### config.mk
export PLATFORM = sky130hd
export DESIGN_NAME = urfc_flow
export DESIGN_NICKNAME = d
export VERILOG_FILES = /design/src/urfc_pkg.sv /design/src/urfc_flow.sv /design/src/urfc_buf.sv
export SDC_FILE = /design/constraint.sdc
export NUM_CORES = 1
export LEC_CHECK = 0
export BUFFER_PORTS_ARGS = -buffer_cell sky130_fd_sc_hd__buf_2
export CAP_MARGIN = 20
export CORE_UTILIZATION = 47
export DETAILED_ROUTE_END_ITERATION = 10
export MAX_ROUTING_LAYER = met4
export PLACE_DENSITY = 0.72
export SLEW_MARGIN = 20
export SYNTH_ARGS = -nofsm -noshare
export SYNTH_HDL_FRONTEND = slang
export SYNTH_SLANG_ARGS = --single-unit
### constraint.sdc
create_clock -name ref_clk_i -period 1.5 [get_ports ref_clk_i]
set_input_delay 0.15 -clock ref_clk_i [delete_from_list [all_inputs] [get_ports ref_clk_i]]
set_output_delay 0.15 -clock ref_clk_i [all_outputs]
set_load 0.05 [all_outputs]
### src/urfc_pkg.sv
// package for the serial handshake flow control block
package urfc_pkg;

  localparam int unsigned URFC_CLK_HZ = 100000000;
  // highest bit rates supported by the two port kinds
  localparam int unsigned URFC_PORT0_MAX_BPS = 230400;
  localparam int unsigned URFC_PORT1_MAX_BPS = 1000000;
  // fastest bit period in clock cycles (longest time rounds down)
  localparam int unsigned URFC_PORT1_MIN_BIT_CYC = URFC_CLK_HZ / URFC_PORT1_MAX_BPS;
  localparam int unsigned URFC_PORT0_MIN_BIT_CYC = URFC_CLK_HZ / URFC_PORT0_MAX_BPS;
  localparam int unsigned URFC_DATA_W = 8;
  localparam int unsigned URFC_BUF_DEPTH = 2;
  // pin levels
  localparam logic URFC_ASSERTED = 1'h0;
  localparam logic URFC_DEASSERTED = 1'h1;
  localparam logic [2:0] URFC_SYNC_RST = 3'h7;

  typedef struct packed {
    logic valid;
    logic [URFC_DATA_W-1:0] data;
  } urfc_byte_type;

  typedef enum logic [0:0] {
    URFC_TX_PAUSED,
    URFC_TX_RUN
  } urfc_tx_state_type;

endpackage : urfc_pkg

### src/urfc_flow.sv
// rts/cts hardware handshake: drives cts, gates byte hand-off to the transmitter
`timescale 1ns/1ps
// Functional notes
// cts output low while the receive path can accept more characters.
// cts output high when the remote sender must stop.
// remote sender holds off new characters while cts is high.
// rts changes are watched; deassert pauses, assert resumes transmission.
// rts high pauses transmitter; a byte in flight completes first.
// rts low re-enables transmitter so pending bytes go out.
// first port handshake works up to 230,400 bits per second.
// second port handshake works up to 1 Mbit per second.
// rts passes a synchroniser before its changes are detected.
module urfc_flow
  import urfc_pkg::*;
(
  input wire logic ref_clk_i,
  input wire logic rstn_i,
  input wire logic rts_n_i,
  output logic cts_n_o,
  input wire logic rx_space_i,
  input wire logic tx_valid_i,
  input wire logic [URFC_DATA_W-1:0] tx_data_i,
  output logic tx_ready_o,
  output logic tx_start_o,
  output logic [URFC_DATA_W-1:0] tx_byte_o,
  input wire logic tx_busy_i,
  output logic tx_enabled_o
);

  logic [2:0] rts_sync;
  logic [2:0] next_rts_sync;
  logic rts_level;
  logic next_rts_level;
  urfc_tx_state_type state;
  urfc_tx_state_type next_state;
  logic cts_n;
  logic next_cts_n;
  logic start;
  logic next_start;
  logic [URFC_DATA_W-1:0] tx_byte;
  logic [URFC_DATA_W-1:0] next_tx_byte;
  logic in_ready;
  logic enabled;
  logic buf_valid;
  logic [URFC_DATA_W-1:0] buf_data;
  logic buf_take;

  urfc_buf u_buf (
    .ref_clk_i(ref_clk_i),
    .rstn_i(rstn_i),
    .in_valid_i(tx_valid_i),
    .in_data_i(tx_data_i),
    .in_ready_o(in_ready),
    .out_valid_o(buf_valid),
    .out_data_o(buf_data),
    .out_ready_i(buf_take)
  );

  // the level changes only when stages two and three agree
  always_comb
  begin
    next_rts_sync = {rts_sync[1:0], rts_n_i};
    next_rts_level = rts_level;
    if (rts_sync[1] == rts_sync[2])
      next_rts_level = rts_sync[2];
  end

  // pause or resume as soon as the synchronised rts level changes; a byte in flight finishes
  always_comb
  begin
    next_state = state;
    unique case (state)
      URFC_TX_RUN:
        if (rts_level == URFC_DEASSERTED)
          next_state = URFC_TX_PAUSED;
      URFC_TX_PAUSED:
        if (rts_level == URFC_ASSERTED)
          next_state = URFC_TX_RUN;
    endcase
  end

  // hand one byte to the transmitter when it is idle and rts allows
  assign buf_take = (state == URFC_TX_RUN) && (rts_level == URFC_ASSERTED)
                    && buf_valid && !tx_busy_i && !start;

  // rate independent: one check per clock cycle, far faster than any bit period
  always_comb
  begin
    next_start = buf_take;
    next_tx_byte = buf_take ? buf_data : tx_byte;
    next_cts_n = rx_space_i ? URFC_ASSERTED : URFC_DEASSERTED;
  end

  always_ff @(posedge ref_clk_i)
  begin
    if (!rstn_i)
    begin
      rts_sync <= URFC_SYNC_RST;
      rts_level <= URFC_DEASSERTED;
      state <= URFC_TX_PAUSED;
      cts_n <= URFC_DEASSERTED;
      start <= 1'b0;
      tx_byte <= '0;
      enabled <= 1'b0;
    end
    else
    begin
      rts_sync <= next_rts_sync;
      rts_level <= next_rts_level;
      state <= next_state;
      cts_n <= next_cts_n;
      start <= next_start;
      tx_byte <= next_tx_byte;
      enabled <= (next_state == URFC_TX_RUN);
    end
  end

  assign cts_n_o = cts_n;
  assign tx_start_o = start;
  assign tx_byte_o = tx_byte;
  assign tx_enabled_o = enabled;
  assign tx_ready_o = in_ready;

endmodule : urfc_flow

### src/urfc_buf.sv
// two-entry skid buffer for bytes on their way to the transmitter
`timescale 1ns/1ps
module urfc_buf
  import urfc_pkg::*;
(
  input wire logic ref_clk_i,
  input wire logic rstn_i,
  input wire logic in_valid_i,
  input wire logic [URFC_DATA_W-1:0] in_data_i,
  output logic in_ready_o,
  output logic out_valid_o,
  output logic [URFC_DATA_W-1:0] out_data_o,
  input wire logic out_ready_i
);

  urfc_byte_type mem [URFC_BUF_DEPTH];
  urfc_byte_type next_mem [URFC_BUF_DEPTH];
  logic wr_en;
  logic rd_en;
  logic ready;
  logic next_ready;

  assign wr_en = in_valid_i && !mem[1].valid;
  assign rd_en = mem[0].valid && out_ready_i;
  // room flag kept in its own flop so the ready output is registered
  assign in_ready_o = ready;
  assign out_valid_o = mem[0].valid;
  assign out_data_o = mem[0].data;

  always_comb
  begin
    next_mem = mem;
    if (rd_en)
    begin
      next_mem[0] = mem[1];
      next_mem[1] = '0;
    end
    if (wr_en)
    begin
      if (!next_mem[0].valid)
        next_mem[0] = '{valid: 1'b1, data: in_data_i};
      else
        next_mem[1] = '{valid: 1'b1, data: in_data_i};
    end
    next_ready = !next_mem[1].valid;
  end

  always_ff @(posedge ref_clk_i)
  begin
    if (!rstn_i)
    begin
      mem[0] <= '0;
      mem[1] <= '0;
      ready <= 1'b1;
    end
    else
    begin
      mem[0] <= next_mem[0];
      mem[1] <= next_mem[1];
      ready <= next_ready;
    end
  end

endmodule : urfc_buf

==> metrics.cfg <==
[worst_setup_path]
worstSetupPathType = flip-flop to flip-flop
r2r_slack_ns = 0.01
start_kind = flip-flop
crit_path_max_fanout = 8
cp.required_ns = 1.73
cp-startpoint = tx_start_o
cp-end-kind = flip-flop
arrival_ns = 1.72
crit-reg2reg-launch = tx_start_o

[cts]
cts.path.max_buffers = 2
clk_latency_ns = 0.34
clk_pin_slew_worst_paths_ns = 0.10
clock-sinks = 34
htree_num_levels = 2
cts_buffers = 5
cts_tree = built
cts_root_buf = clkbuf_4

[routing]
ant_nets = 0
drt_iter0_drc = 44
wire_per_inst_microns = 16.3
vias = 1190
drtPass1Iterations = 4
wl_microns = 3240
drt-vias-per-instance = 5.98
drc = 0

[place]
pre_cts_ws_ns = -0.0819
io_buffers = 25
place_hpwl_microns = 1920
gp_congestion = 0.792

[logic_synthesis]
ys_types = 24
syn_inst = 135
syn-cell-area_sq_mm = 0.00133
ys_seq_elements = 34
syn_area_per_cell_sq_um = 9.84
syn_nets = 149
synth-seq-area-share_pct = 51.2
ys_warn_count = 0

[timing]
final_max_slew_viol_count = 0
skew_ns = 0.00944
max_slew_margin_pct = 65.9
tightest_slew_ns = 0.511
period_share_pct = 99.1
fin_setup_tns_ns = 0
hold_viol_final = 0
period_needed_ns = 1.49
fin_ws_ns = 0.0140
clock.fmax_mhz = 673
setup-violations-final = 0
rsz0062_at_grt = yes

[pwr]
irDropWorstVdd_uv = 732
total_power_mw = 1.66
p_per_area_mw_per_mm2 = 944
leakagePower_nw = 0.651

[die]
ios = 26
die_y_microns = 55.2
coreArea_sq_mm = 0.00257
row_count = 18
start_util_pct = 51.8
die_w_microns = 55.2
die-area_sq_mm = 0.00304

[min_path]
worstHoldStart = rts_n_i
hold_class = input port to flip-flop

[global_route]
grt_max_degree = 21
antenna_found_initial = 0
overflow = 0
groute.usage.overall_pct = 23.9
grt_pass1_vias = 1027
grt_pass1_wl_microns = 4820

[final_layout]
antenna_cells = 0
seqCellArea_sq_um = 689
multiInputGateArea_sq_um = 716
syn2layout_area_growth_pct = 32.6
nets = 182
drive_gt1_share_pct = 40.2
fill_cells = 212

[status]
status = complete, no violations

[run]
maxCapViolations = 0

-- final cells by class --
| class | instances | share of cell area [%] |
|---|---|---|
| flip-flops and latches | 34 | 39.1 |
| well taps | 30 | 2.13 |
| clock buffers | 8 | 2.77 |
| repair inverters | 1 | 0.426 |
| inverters | 9 | 2.13 |
| repair buffers | 37 | 12.8 |
| multi-input cells | 80 | 40.6 |
-- logic make-up (layout without fill, tap and decap cells) --
group,count (synthesis),count (layout),share of synthesized area (%)
AO/OA/AOI/OAI,54,54,30.5
flip-flops,34,34,51.2
AND/OR/NAND/NOR,23,25,10.3
buffers and inverters,23,55,7.25
multiplexers,1,1,0.753
-- what timing repair did --
action / CTS / global route
cloned: 2 / 1
hold buffers: 1 / 0
setup buffers: 0 / 3
resized for setup: 7 / 14
pin swaps: 2 / 4
hold endpoints to repair: 1 / 0
setup endpoints to repair: 22 / 24
-- worst paths after layout --
kind,end,depth (start not counted)
min,rts_sync[0],2
max reg2reg,u_buf.mem[6],3
min reg2reg,rts_sync[1],1
max,u_buf.mem[6],3
-- worst max-delay path, stage by stage (launching register included) --
cell and delay [ns]:
dfxtp_4 0.38, or4b_4 0.59, and4_4 0.21, a32o_1 0.20
-- synth_stat cells --
cell | instances | area (sq um)
or4b_1 | 1 | 10.0
buf_6 | 1 | 11.3
nor2b_1 | 2 | 12.5
and4_4 | 1 | 11.3
o21ai_1 | 1 | 5.00
a21o_1 | 1 | 7.51
o21ai_0 | 10 | 50.1
and3_1 | 2 | 12.5
nand2b_1 | 4 | 25.0
a32o_1 | 8 | 80.1
o41ai_1 | 8 | 70.1
clkbuf_1 | 10 | 37.5
mux2i_1 | 1 | 10.0
inv_1 | 9 | 33.8
dfxtp_1 | 34 | 681
nand3_1 | 9 | 45.0
a211oi_1 | 16 | 120
buf_2 | 2 | 10.0
a21oi_1 | 1 | 5.00
nand2_1 | 2 | 7.51
nor2_1 | 1 | 3.75
nor4b_1 | 1 | 8.76
a21boi_0 | 9 | 67.6
buf_1 | 1 | 3.75
-- through the flow --
step	utilization [%]	hold WS [ns]	cells	area, sq um
2_1_floorplan	-	0.212	135	1410
3_3_place_gp	60.9	0.313	184	1560
3_5_place_dp	60.9	0.317	184	1560
4_1_cts	65.5	0.00396	195	1680
5_1_grt	68.6	-0.00444	199	1760
6_report	68.6	0.000760	199	1760
-- sequential cells by signal, indices dropped and copies added, names as in the netlist --
register           flops
cts_n_o                1
tx_start_o             1
u_buf.in_ready_o       1
tx_enabled_o           1
tx_byte_o              8
u_buf.mem              9
u_buf.out_data_o       8
u_buf.out_valid_o      1
rts_sync               3
rts_level              1
-- per-layer routing --
| metal | track usage [%] | wire (microns) |
|---|---|---|
| met1 | 29.8 | 1440 |
| met2 | 36.1 | 1520 |
| met3 | 6.83 | 259 |
| met4 | 10.0 | 23 |
| met5 | - | 0 |
-- layout by cell type (no fill, tap or decap), drive strengths merged --
master,n
mux2i,1
nand3,9
buf,36
nand2b,4
inv,8
o41ai,8
nand2,2
a21o,1
a211oi,16
clkbuf,8
and4,1
nor4b,1
a21oi,1
o21ai,11
clkinvlp,2
nor2,1
nor2b,2
and3,2
or4b,3
a32o,8
dfxtp,34
a21boi,9
dlygate4sd3,1
-- report_power, final --
| part | leakage, nW | switching, mW | total, mW | internal [mW] |
|---|---|---|---|---|
| logic | 0.345 | 0.126 | 0.215 | 0.0892 |
| registers | 0.280 | 0.0291 | 0.968 | 0.939 |
| clock network | 0.0265 | 0.294 | 0.481 | 0.187 |
(Power assumes the default switching activity.)
